**src/tpw_pkg.sv**
```systemverilog
package tpw_pkg;
    localparam logic [31:0] CTRL_OFS = 32'h0000_0000;
    localparam logic [31:0] CMPA_OFS = 32'h0000_0004;
    localparam logic [31:0] CMPB_OFS = 32'h0000_0008;
    localparam logic [31:0] CAP_OFS = 32'h0000_000c;
    localparam logic [31:0] CNT_OFS = 32'h0000_0010;
    localparam logic [31:0] FLAG_OFS = 32'h0000_0014;

    // Control word fields
    localparam int MODE_LSB = 0;
    localparam int COMA_LSB = 4;
    localparam int COMB_LSB = 6;
    localparam int PRE_LSB = 8;
    localparam int DIRA_BIT = 11;
    localparam int DIRB_BIT = 12;
    // Flag word fields, write one to clear
    localparam int OVF_BIT = 0;
    localparam int CMPA_BIT = 1;
    localparam int CMPB_BIT = 2;
    localparam int CAPF_BIT = 3;

    localparam logic [15:0] MAX_VAL = 16'hffff;
    localparam logic [15:0] TOP8 = 16'h00ff;
    localparam logic [15:0] TOP9 = 16'h01ff;
    localparam logic [15:0] TOP10 = 16'h03ff;
    localparam logic [15:0] ZERO16 = 16'h0000;

    localparam logic [3:0] WM_CTC_A = 4'h4;
    localparam logic [3:0] WM_FP8 = 4'h5;
    localparam logic [3:0] WM_FP9 = 4'h6;
    localparam logic [3:0] WM_FP10 = 4'h7;
    localparam logic [3:0] WM_CTC_CAP = 4'hc;
    localparam logic [3:0] WM_FP_CAP = 4'he;
    localparam logic [3:0] WM_FP_A = 4'hf;

    localparam logic [1:0] COM_OFF = 2'h0;
    localparam logic [1:0] COM_TOG = 2'h1;
    localparam logic [1:0] COM_NINV = 2'h2;
    localparam logic [1:0] COM_INV = 2'h3;

    // Prescale select codes and divider limits
    localparam logic [2:0] PS_STOP = 3'h0;
    localparam logic [2:0] PS_1 = 3'h1;
    localparam logic [2:0] PS_8 = 3'h2;
    localparam logic [2:0] PS_64 = 3'h3;
    localparam logic [2:0] PS_256 = 3'h4;
    localparam logic [2:0] PS_1024 = 3'h5;
    localparam logic [9:0] DIV8_LAST = 10'h007;
    localparam logic [9:0] DIV64_LAST = 10'h03f;
    localparam logic [9:0] DIV256_LAST = 10'h0ff;
    localparam logic [9:0] DIV1024_LAST = 10'h3ff;

    localparam logic [12:0] CTRL_RST = 13'h0000;

    typedef struct packed {
        logic [3:0] waveform_mode_select;
        logic [1:0] channel_a_output_mode;
        logic [1:0] channel_b_output_mode;
        logic [2:0] prescale_sel;
        logic compare_a_pin_direction;
        logic compare_b_pin_direction;
    } tpw_ctrl_t;

    typedef struct packed {
        logic overflow_flag;
        logic compare_a_flag;
        logic compare_b_flag;
        logic capture_flag;
    } tpw_flags_t;

    typedef struct packed {
        tpw_ctrl_t ctrl;
        logic [15:0] compare_value_a;
        logic [15:0] compare_a_buffer;
        logic [15:0] compare_value_b;
        logic [15:0] compare_b_buffer;
        logic [15:0] capture_value_register;
        logic [15:0] counter_value;
        tpw_flags_t flags;
        logic [9:0] div_cnt;
        logic [1:0] out_lvl;
        logic [1:0] pin_out;
        logic [1:0] pin_oe;
        logic pready;
        logic [31:0] prdata;
    } tpw_state_t;
endpackage : tpw_pkg

```
**src/tpw_timer.sv**
```systemverilog
// Chosen here: the APB slave port and the register offsets.
`timescale 1ns/1ps
// Contract
// - Modes 4 and 12 clear counter on match with compare A or capture value.
// - Clear-on-match sets compare A or capture flag when the ceiling is hit.
// - Clear-on-match ceiling unbuffered; write below count runs to max, wraps.
// - Clear-on-match, channel A mode 1 toggles output on every match.
// - Compare A output reaches its pin only while direction bit is one.
// - Clear-on-match sets overflow flag when counter rolls from max to zero.
// - Modes 5, 6, 7, 14, 15 count up zero to ceiling, then restart.
// - Fast PWM ceilings: 0xff, 0x1ff, 0x3ff, capture value, or compare A.
// - Non-inverting sets on match, clears at wrap; inverting does opposite.
// - Fast PWM output mode 2 is non-inverted, 3 is inverted.
// - Fast PWM sets a channel compare flag on every match.
// - Fast PWM sets overflow at ceiling, plus ceiling register's flag.
// - Fixed ceiling masks compare value bits above resolution on write.
// - No compare match occurs when compare value exceeds the ceiling.
// - Fast PWM capture ceiling unbuffered; low write runs to max, wraps.
// - Fast PWM compare writes buffered, loaded when counter hits ceiling.
// - Compare zero gives one-cycle spike; compare equal ceiling is constant.
// - Mode 15 with channel A mode 1 toggles A on each match.
// - Timer clock is core clock divided by 1, 8, 64, 256 or 1024.
// - Output mode zero takes no action; pin falls back to port control.
// - Output mode change switches pin source next cycle; level moves at next match or ceiling.
module tpw_timer (
    input wire logic core_clk,
    input wire logic rst_n,
    input wire logic [31:0] paddr,
    input wire logic psel,
    input wire logic penable,
    input wire logic pwrite,
    input wire logic [31:0] pwdata,
    input wire logic [3:0] pstrb,
    output logic [31:0] prdata,
    output logic pready,
    output logic pslverr,
    input wire logic [1:0] port_level,
    output logic [1:0] compare_pin_out,
    output logic [1:0] compare_pin_oe,
    output logic overflow_flag,
    output logic compare_a_flag
);
    tpw_pkg::tpw_state_t s_q;
    tpw_pkg::tpw_state_t s_d;
    logic pslverr_q;
    logic pslverr_d;
    tpw_pkg::tpw_flags_t hw_set;

    logic [15:0] top;
    logic fast_pwm;
    logic clear_on_match_mode;
    logic fixed_top;
    logic [15:0] res_mask;
    logic tick;
    logic at_top;
    logic at_max;
    logic [1:0] match;
    logic [1:0] com_eff;
    logic wr;
    logic rd;
    logic [15:0] wval;
    logic [9:0] div_last;
    logic [1:0] out_nxt;
    logic [1:0] dir_bits;

    always_comb begin
        unique case (s_q.ctrl.waveform_mode_select)
            tpw_pkg::WM_FP8: top = tpw_pkg::TOP8;
            tpw_pkg::WM_FP9: top = tpw_pkg::TOP9;
            tpw_pkg::WM_FP10: top = tpw_pkg::TOP10;
            tpw_pkg::WM_FP_CAP: top = s_q.capture_value_register;
            tpw_pkg::WM_CTC_CAP: top = s_q.capture_value_register;
            tpw_pkg::WM_CTC_A: top = s_q.compare_value_a;
            tpw_pkg::WM_FP_A: top = s_q.compare_value_a;
            default: top = tpw_pkg::MAX_VAL;
        endcase
    end

    assign clear_on_match_mode = (s_q.ctrl.waveform_mode_select == tpw_pkg::WM_CTC_A) ||
                 (s_q.ctrl.waveform_mode_select == tpw_pkg::WM_CTC_CAP);
    assign fixed_top = (s_q.ctrl.waveform_mode_select == tpw_pkg::WM_FP8) ||
                       (s_q.ctrl.waveform_mode_select == tpw_pkg::WM_FP9) ||
                       (s_q.ctrl.waveform_mode_select == tpw_pkg::WM_FP10);
    assign fast_pwm = fixed_top ||
                      (s_q.ctrl.waveform_mode_select == tpw_pkg::WM_FP_CAP) ||
                      (s_q.ctrl.waveform_mode_select == tpw_pkg::WM_FP_A);
    assign res_mask = fixed_top ? top : tpw_pkg::MAX_VAL;

    always_comb begin
        unique case (s_q.ctrl.prescale_sel)
            tpw_pkg::PS_8: div_last = tpw_pkg::DIV8_LAST;
            tpw_pkg::PS_64: div_last = tpw_pkg::DIV64_LAST;
            tpw_pkg::PS_256: div_last = tpw_pkg::DIV256_LAST;
            tpw_pkg::PS_1024: div_last = tpw_pkg::DIV1024_LAST;
            default: div_last = 10'h000;
        endcase
    end
    assign tick = (s_q.ctrl.prescale_sel != tpw_pkg::PS_STOP) &&
                  (s_q.div_cnt >= div_last);

    // Exact equality means a ceiling below the count is simply missed
    assign at_top = (clear_on_match_mode || fast_pwm) && (s_q.counter_value == top);
    assign at_max = s_q.counter_value == tpw_pkg::MAX_VAL;
    assign match[0] = s_q.counter_value == s_q.compare_value_a;
    assign match[1] = s_q.counter_value == s_q.compare_value_b;
    assign com_eff = {s_q.ctrl.channel_b_output_mode[1],
                      s_q.ctrl.channel_a_output_mode[1]};

    assign wr = psel && penable && pwrite && !s_q.pready;
    assign rd = psel && penable && !pwrite && !s_q.pready;
    assign wval = pwdata[15:0];
    assign dir_bits = {s_q.ctrl.compare_b_pin_direction,
                       s_q.ctrl.compare_a_pin_direction};

    generate
        for (genvar ch = 0; ch < 2; ch++) begin : g_out
            logic [1:0] com;
            assign com = (ch == 0) ? s_q.ctrl.channel_a_output_mode
                                   : s_q.ctrl.channel_b_output_mode;
            always_comb begin
                out_nxt[ch] = s_q.out_lvl[ch];
                if (fast_pwm) begin
                    if (com == tpw_pkg::COM_NINV || com == tpw_pkg::COM_INV)
                    begin
                        // Match wins at ceiling, so compare equal top holds
                        if (match[ch]) begin
                            out_nxt[ch] = (com == tpw_pkg::COM_NINV);
                        end else if (at_top) begin
                            out_nxt[ch] = (com == tpw_pkg::COM_INV);
                        end
                    end else if (ch == 0 && com == tpw_pkg::COM_TOG &&
                                 s_q.ctrl.waveform_mode_select ==
                                 tpw_pkg::WM_FP_A && match[ch]) begin
                        out_nxt[ch] = !s_q.out_lvl[ch];
                    end
                end else if (clear_on_match_mode && com == tpw_pkg::COM_TOG && match[ch]) begin
                    out_nxt[ch] = !s_q.out_lvl[ch];
                end
            end
        end
    endgenerate

    always_comb begin
        s_d = s_q;
        pslverr_d = 1'b0;
        hw_set = '0;
        s_d.pready = 1'b0;
        s_d.div_cnt = tick ? 10'h000 : s_q.div_cnt + 10'h001;
        if (s_q.ctrl.prescale_sel == tpw_pkg::PS_STOP) begin
            s_d.div_cnt = 10'h000;
        end

        if (tick) begin
            if (at_top) begin
                s_d.counter_value = tpw_pkg::ZERO16;
            end else begin
                s_d.counter_value = s_q.counter_value + 16'h0001;
            end
            // A ceiling equal to max also rolls the count from max to zero
            if (clear_on_match_mode && at_max) begin
                hw_set.overflow_flag = 1'b1;
            end
            if (fast_pwm && at_top) begin
                hw_set.overflow_flag = 1'b1;
                s_d.compare_value_a = s_q.compare_a_buffer;
                s_d.compare_value_b = s_q.compare_b_buffer;
            end
            if (at_top && (clear_on_match_mode || fast_pwm)) begin
                if (s_q.ctrl.waveform_mode_select == tpw_pkg::WM_CTC_CAP ||
                    s_q.ctrl.waveform_mode_select == tpw_pkg::WM_FP_CAP) begin
                    hw_set.capture_flag = 1'b1;
                end
            end
            if (match[0]) begin
                hw_set.compare_a_flag = 1'b1;
            end
            if (match[1]) begin
                hw_set.compare_b_flag = 1'b1;
            end
            s_d.out_lvl = out_nxt;
        end

        // Outside fast PWM the active compare tracks the buffer, so a value
        // written in PWM with the timer held survives a mode change
        if (!fast_pwm) begin
            s_d.compare_value_a = s_q.compare_a_buffer;
            s_d.compare_value_b = s_q.compare_b_buffer;
        end

        if (wr) begin
            s_d.pready = 1'b1;
            unique case (paddr)
                tpw_pkg::CTRL_OFS: begin
                    if (pstrb[0]) begin
                        s_d.ctrl.waveform_mode_select = pwdata[3:0];
                        s_d.ctrl.channel_a_output_mode = pwdata[5:4];
                        s_d.ctrl.channel_b_output_mode = pwdata[7:6];
                    end
                    if (pstrb[1]) begin
                        s_d.ctrl.prescale_sel = pwdata[10:8];
                        s_d.ctrl.compare_a_pin_direction =
                            pwdata[tpw_pkg::DIRA_BIT];
                        s_d.ctrl.compare_b_pin_direction =
                            pwdata[tpw_pkg::DIRB_BIT];
                    end
                end
                tpw_pkg::CMPA_OFS: begin
                    s_d.compare_a_buffer = wval & res_mask;
                    if (!fast_pwm) begin
                        s_d.compare_value_a = wval & res_mask;
                    end
                end
                tpw_pkg::CMPB_OFS: begin
                    s_d.compare_b_buffer = wval & res_mask;
                    if (!fast_pwm) begin
                        s_d.compare_value_b = wval & res_mask;
                    end
                end
                tpw_pkg::CAP_OFS: begin
                    s_d.capture_value_register = wval;
                end
                tpw_pkg::CNT_OFS: begin
                    s_d.counter_value = wval;
                end
                tpw_pkg::FLAG_OFS: begin
                    // Write one clears; a hardware set merged below wins
                    if (pwdata[tpw_pkg::OVF_BIT]) begin
                        s_d.flags.overflow_flag = 1'b0;
                    end
                    if (pwdata[tpw_pkg::CMPA_BIT]) begin
                        s_d.flags.compare_a_flag = 1'b0;
                    end
                    if (pwdata[tpw_pkg::CMPB_BIT]) begin
                        s_d.flags.compare_b_flag = 1'b0;
                    end
                    if (pwdata[tpw_pkg::CAPF_BIT]) begin
                        s_d.flags.capture_flag = 1'b0;
                    end
                end
                default: pslverr_d = 1'b1;
            endcase
        end

        if (rd) begin
            s_d.pready = 1'b1;
            s_d.prdata = 32'h0000_0000;
            unique case (paddr)
                tpw_pkg::CTRL_OFS: begin
                    s_d.prdata[3:0] = s_q.ctrl.waveform_mode_select;
                    s_d.prdata[5:4] = s_q.ctrl.channel_a_output_mode;
                    s_d.prdata[7:6] = s_q.ctrl.channel_b_output_mode;
                    s_d.prdata[10:8] = s_q.ctrl.prescale_sel;
                    s_d.prdata[tpw_pkg::DIRA_BIT] =
                        s_q.ctrl.compare_a_pin_direction;
                    s_d.prdata[tpw_pkg::DIRB_BIT] =
                        s_q.ctrl.compare_b_pin_direction;
                end
                tpw_pkg::CMPA_OFS: s_d.prdata[15:0] = s_q.compare_a_buffer;
                tpw_pkg::CMPB_OFS: s_d.prdata[15:0] = s_q.compare_b_buffer;
                tpw_pkg::CAP_OFS: s_d.prdata[15:0] = s_q.capture_value_register;
                tpw_pkg::CNT_OFS: s_d.prdata[15:0] = s_q.counter_value;
                tpw_pkg::FLAG_OFS: begin
                    s_d.prdata[tpw_pkg::OVF_BIT] = s_q.flags.overflow_flag;
                    s_d.prdata[tpw_pkg::CMPA_BIT] = s_q.flags.compare_a_flag;
                    s_d.prdata[tpw_pkg::CMPB_BIT] = s_q.flags.compare_b_flag;
                    s_d.prdata[tpw_pkg::CAPF_BIT] = s_q.flags.capture_flag;
                end
                default: pslverr_d = 1'b1;
            endcase
        end

        // Hardware set lands after any clear, so the set wins in one cycle
        s_d.flags = tpw_pkg::tpw_flags_t'(s_d.flags | hw_set);

        // Pin drive: waveform when mode nonzero, else port level, gated by dir
        for (int i = 0; i < 2; i++) begin
            s_d.pin_oe[i] = dir_bits[i];
            s_d.pin_out[i] = com_eff[i] ||
                ((i == 0 ? s_q.ctrl.channel_a_output_mode[0]
                         : s_q.ctrl.channel_b_output_mode[0]))
                ? s_d.out_lvl[i] : port_level[i];
        end
    end

    always_ff @(posedge core_clk) begin
        if (!rst_n) begin
            s_q <= '0;
            s_q.ctrl <= tpw_pkg::tpw_ctrl_t'(tpw_pkg::CTRL_RST);
            pslverr_q <= 1'b0;
        end else begin
            s_q <= s_d;
            pslverr_q <= pslverr_d;
        end
    end

    assign prdata = s_q.prdata;
    assign pready = s_q.pready;
    assign pslverr = pslverr_q;
    assign compare_pin_out = s_q.pin_out;
    assign compare_pin_oe = s_q.pin_oe;
    assign overflow_flag = s_q.flags.overflow_flag;
    assign compare_a_flag = s_q.flags.compare_a_flag;
endmodule : tpw_timer

```
**config.mk**
```make
export PLATFORM = sky130hd
export DESIGN_NAME = tpw_timer
export DESIGN_NICKNAME = d
export VERILOG_FILES = /design/src/tpw_pkg.sv /design/src/tpw_timer.sv
export SDC_FILE = /design/constraint.sdc
export NUM_CORES = 1
export LEC_CHECK = 0
export BUFFER_PORTS_ARGS = -buffer_cell sky130_fd_sc_hd__buf_4
export CORE_AREA = 2 2 152 154
export DETAILED_ROUTE_END_ITERATION = 8
export DIE_AREA = 0 0 154 156
export PLACE_DENSITY = 0.64
export SYNTH_ARGS = -nofsm -noshare
export SYNTH_HDL_FRONTEND = slang
export SYNTH_SLANG_ARGS = --single-unit
```
**constraint.sdc**
```tcl
create_clock -name core_clk -period 5.9 [get_ports core_clk]
set_input_delay 0.59 -clock core_clk [delete_from_list [all_inputs] [get_ports core_clk]]
set_output_delay 0.59 -clock core_clk [all_outputs]
set_load 0.01 [all_outputs]
```
==> metrics.log <==
[metrics] placed cells: 1332
[metrics] post-placement worst setup slack: 1.981 ns
[metrics] delay of the slowest cell on the worst path: 0.73 ns
[metrics] TritonCTS clock tree: done
[metrics] post-layout worst setup margin: 1.814 ns
[metrics] antenna violations before repair: 0
[metrics] wire length reported by the detailed router: 28.88 mm
[metrics] routed wire length per instance: 21.17 microns
[metrics] Cell Pwr Density: 227.6 mW/mm^2
[metrics] status: complete, no violations
[metrics] Mapped Cells: 1058
[metrics] synthesized cell area: 0.008806 sq mm
[metrics] basic-gate share of the synthesized area counting and, or, nand and nor cells: 21.63%
[metrics] antenna-violating nets left: 0
[metrics] headroom to the max-slew limit: 20.56%
[metrics] DRC Markers: 0
[metrics] hold violation total from the final report: 0
[metrics] worst hold path class: in2reg
[metrics] sum of negative setup slack: 0 ns
[metrics] # clock sinks: 147
[metrics] Max Cap Violations: 0
[metrics] static leakage: 0.003714 uW
[metrics] global-route usage over all layers: 24.10%
[metrics] total gr overflow: 0
[metrics] worst path required time: 6.27 ns
[metrics] estimated wirelength of the detail-placed design: 19.99 mm
[metrics] ratio of cells with drive above 1 in the final layout: 15.57%
[metrics] adder and majority cell fraction of the synthesized area: 1.705%
[metrics] Max Freq: 0.2447 GHz
[metrics] final standard cell count with taps included and fillers excluded: 1364
[metrics] classification of the worst setup path: reg2reg
[metrics] number of placement rows: 55
[metrics] share of synthesized area occupied by flip-flops and latches: 33.42%
[metrics] crit path DAT: 4.46 ns
[metrics] area of placed instances: 0.009285 sq mm
[metrics] diode insertion count for antenna repair: 0
[metrics] Post-synth ARST share: 0%
[metrics] clock-pin slew on the worst setup and hold paths: 0.07 ns
[metrics] distinct cell type count of the synthesized netlist: 70
[metrics] synthesized area divided by synthesized cell count: 8.323 sq um
[metrics] width of the die: 154 microns
[metrics] Post-CTS Setup Bufs: 0
[metrics] final cycle utilization of the critical path: 69.26%
[metrics] main combinational cell family by area after synthesis: compound AO/OA/AOI/OAI gates
[metrics] core box area: 0.02237 sq mm
[metrics] count of input and output buffers: 80
[metrics] ordered cell list for the critical path: buf_4 -> mux2_2 -> a211o_1 -> o221ai_1 -> nand4_1 -> or2_1 -> o31ai_4 -> buf_4 -> o221a_1 -> o21a_1
[metrics] setup repair after global routing missed its margin: no
[metrics] Final Critical Period: 4.086 ns
[metrics] number of cells traversed by the worst register-to-register path: 10
[metrics] Max FO, Critical Path: 18
[metrics] Setup crit start kind: register
[metrics] hold buffer count at cts: 0
[metrics] final number of max-transition violations: 0
[metrics] initial core utilization: 39.37%
[metrics] PostCTS Resize Cnt: 0
[metrics] number of primary I/O pins: 115
[metrics] final clock skew: 0.01125 ns
[metrics] final-layout fill cell count: 2195
[metrics] area growth from synthesis to layout: 12.19%
[metrics] wire length on met2: 13.04 mm
[metrics] Most used DFF post-synth: sky130_fd_sc_hd__dfxtp_1
[metrics] count of state elements after synthesis: 147
[metrics] most used cells in the layout excluding fill and tap cells: sky130_fd_sc_hd__nand2_1 (164), sky130_fd_sc_hd__dfxtp_1 (147), sky130_fd_sc_hd__buf_4 (97)
[metrics] type of destination of the critical path: register
[metrics] most common cell after layout, fill and taps aside: sky130_fd_sc_hd__nand2_1
[metrics] peak supply drop: 0.0001902 V
[metrics] library cell used as clock root buffer: sky130_fd_sc_hd__clkbuf_16
[metrics] count of endpoints failing setup in the final report: 0
[metrics] multiplexer share of the synthesized area: 3.225%
[metrics] Vert. Die Dim: 156 microns
[metrics] via count of the first global-routing pass: 7769
[metrics] cell at the slowest stage of the critical path: sky130_fd_sc_hd__dfxtp_1
[metrics] number of DRC markers after the initial detailed-route iteration: 837
[metrics] crit-path most repeated cell: sky130_fd_sc_hd__buf_4
[metrics] GPL Wtd Cong: 0.9684
[metrics] Vias/cell: 5.976
[metrics] First-pass DRT Iterations: 7
[metrics] synthesis warning total: 0
[metrics] depth of the worst hold-timing path: 3
[metrics] number of buffers on the longest clock path: 2
[metrics] uppermost metal layer occupied by signal nets: met4
[metrics] M1 wire length: 12.59 mm
[metrics] worst-skew pair later-pin latency: 0.44 ns
[metrics] total met3 wirelength after detailed routing: 1.986 mm
[metrics] nets: 1153
[metrics] H-tree depth: 4
[metrics] post-synthesis compound-gate area fraction: 25.83%
[metrics] overall via count from detail_route: 8151
[metrics] DIE AREA: 0.02402 sq mm
[metrics] final non-filler cell area: 0.009879 sq mm
[metrics] actual slew at the worst max-slew pin: 1.188 ns
[metrics] number of enable-type register cells in the synthesized netlist: 0
[metrics] largest net degree at the start of global routing: 69
[metrics] sum of internal, switching and leakage power: 2249 uW
[metrics] post-synthesis xor/xnor area fraction: 5.669%
[metrics] CTS buffer count: 17
[metrics] global-route wire length before repair: 44.67 mm
synth_stat cells, drive strengths merged (9+ instances only):
cell type    n  area share [%]
a31oi       13            0.92
inv         17            0.72
a21oi       24             1.4
dfxtp      147              33
a22oi       14             1.2
nor3        11            0.68
buf         62             5.1
o21ai       34             1.9
a222oi       9             1.0
nor4        23             1.8
nand2      166             7.2
a22o         9            0.90
clkbuf      61             2.6
nor3b       10            0.85
xor2        26             2.6
xnor2       31             3.1
a21boi      64             5.5
ha          12             1.7
o211a       16             1.8
nor2b       13            0.92
nand4       17             1.3
and2        13            0.92
mux2        19             2.4
nor2        45             1.9
nand3       39             2.2
o221a       33             4.2
o21a        36             3.1
state kept, by name (all words and copies together), names as in the netlist:
register / count
s_q: 117
prdata: 16
g_out.com: 4
compare_pin_oe: 2
compare_pin_out: 2
dir_bits: 2
compare_a_flag: 1
overflow_flag: 1
pready: 1
pslverr: 1
metrics by stage:
stage	hold slack, ns	utilization, %
after CTS	0.4111	44.17
final	0.4159	44.17
after detailed placement	0.4652	41.52
after global placement	0.4602	41.52
after global routing	0.4257	44.17
after floorplan	0.4371	-
layer usage:
layer / vias to the layer above / GRT usage, %
met2: 352 / 37.60
met5: - / 0
li1: 3795 / -
met3: 68 / 4.139
met1: 3936 / 32.12
met4: 0 / 12.28
power breakdown:
part / internal, uW / switching, uW / total [uW]
combinational: 58.1 / 68.4 / 126
sequential: 1000 / 4.02 / 1000
clock: 666 / 453 / 1120
total: 1720 / 525 / 2250
path summary, 6_finish.rpt:
kind                                       startpoint                  end  slack [ns]
worst max register to register  s_q[158]$_SDFFE_PN0P_  s_q[139]$_SDFF_PN0_        1.81
worst min-delay path                       pwdata[14]   s_q[67]$_SDFF_PN0_        0.42
worst max-delay path            s_q[158]$_SDFFE_PN0P_  s_q[139]$_SDFF_PN0_        1.81
worst min register to register     s_q[39]$_SDFF_PP0_   s_q[39]$_SDFF_PP0_        0.48
critical path, delay by kind of cell (launching register included):
kind,cells,cell delay (ns)
buffers and inverters,2,0.75
DFF,1,0.73
AOI/OAI and AO/OA,5,1.51
and+or+nand+nor,2,0.63
muxes,1,0.38
final cells by class:
cell class | count | area, sq um | share of cell area [%]
inverters | 17 | 63.81 | 0.6459
flip-flops and latches | 147 | 2943 | 29.79
well taps | 285 | 356.6 | 3.609
repair buffers | 97 | 728.2 | 7.371
clock inverters | 12 | 157.7 | 1.596
clock buffers | 20 | 436.7 | 4.420
multi-input cells | 786 | 5194 | 52.57
cell families after synthesis:
logic type / count (synthesis)
simple gates: 383
fa+ha+maj: 12
xor+xnor: 57
mux: 26
buf+inv: 140
other cells: 1
compound gates: 292
flops: 147
(Power assumes the default switching activity.)
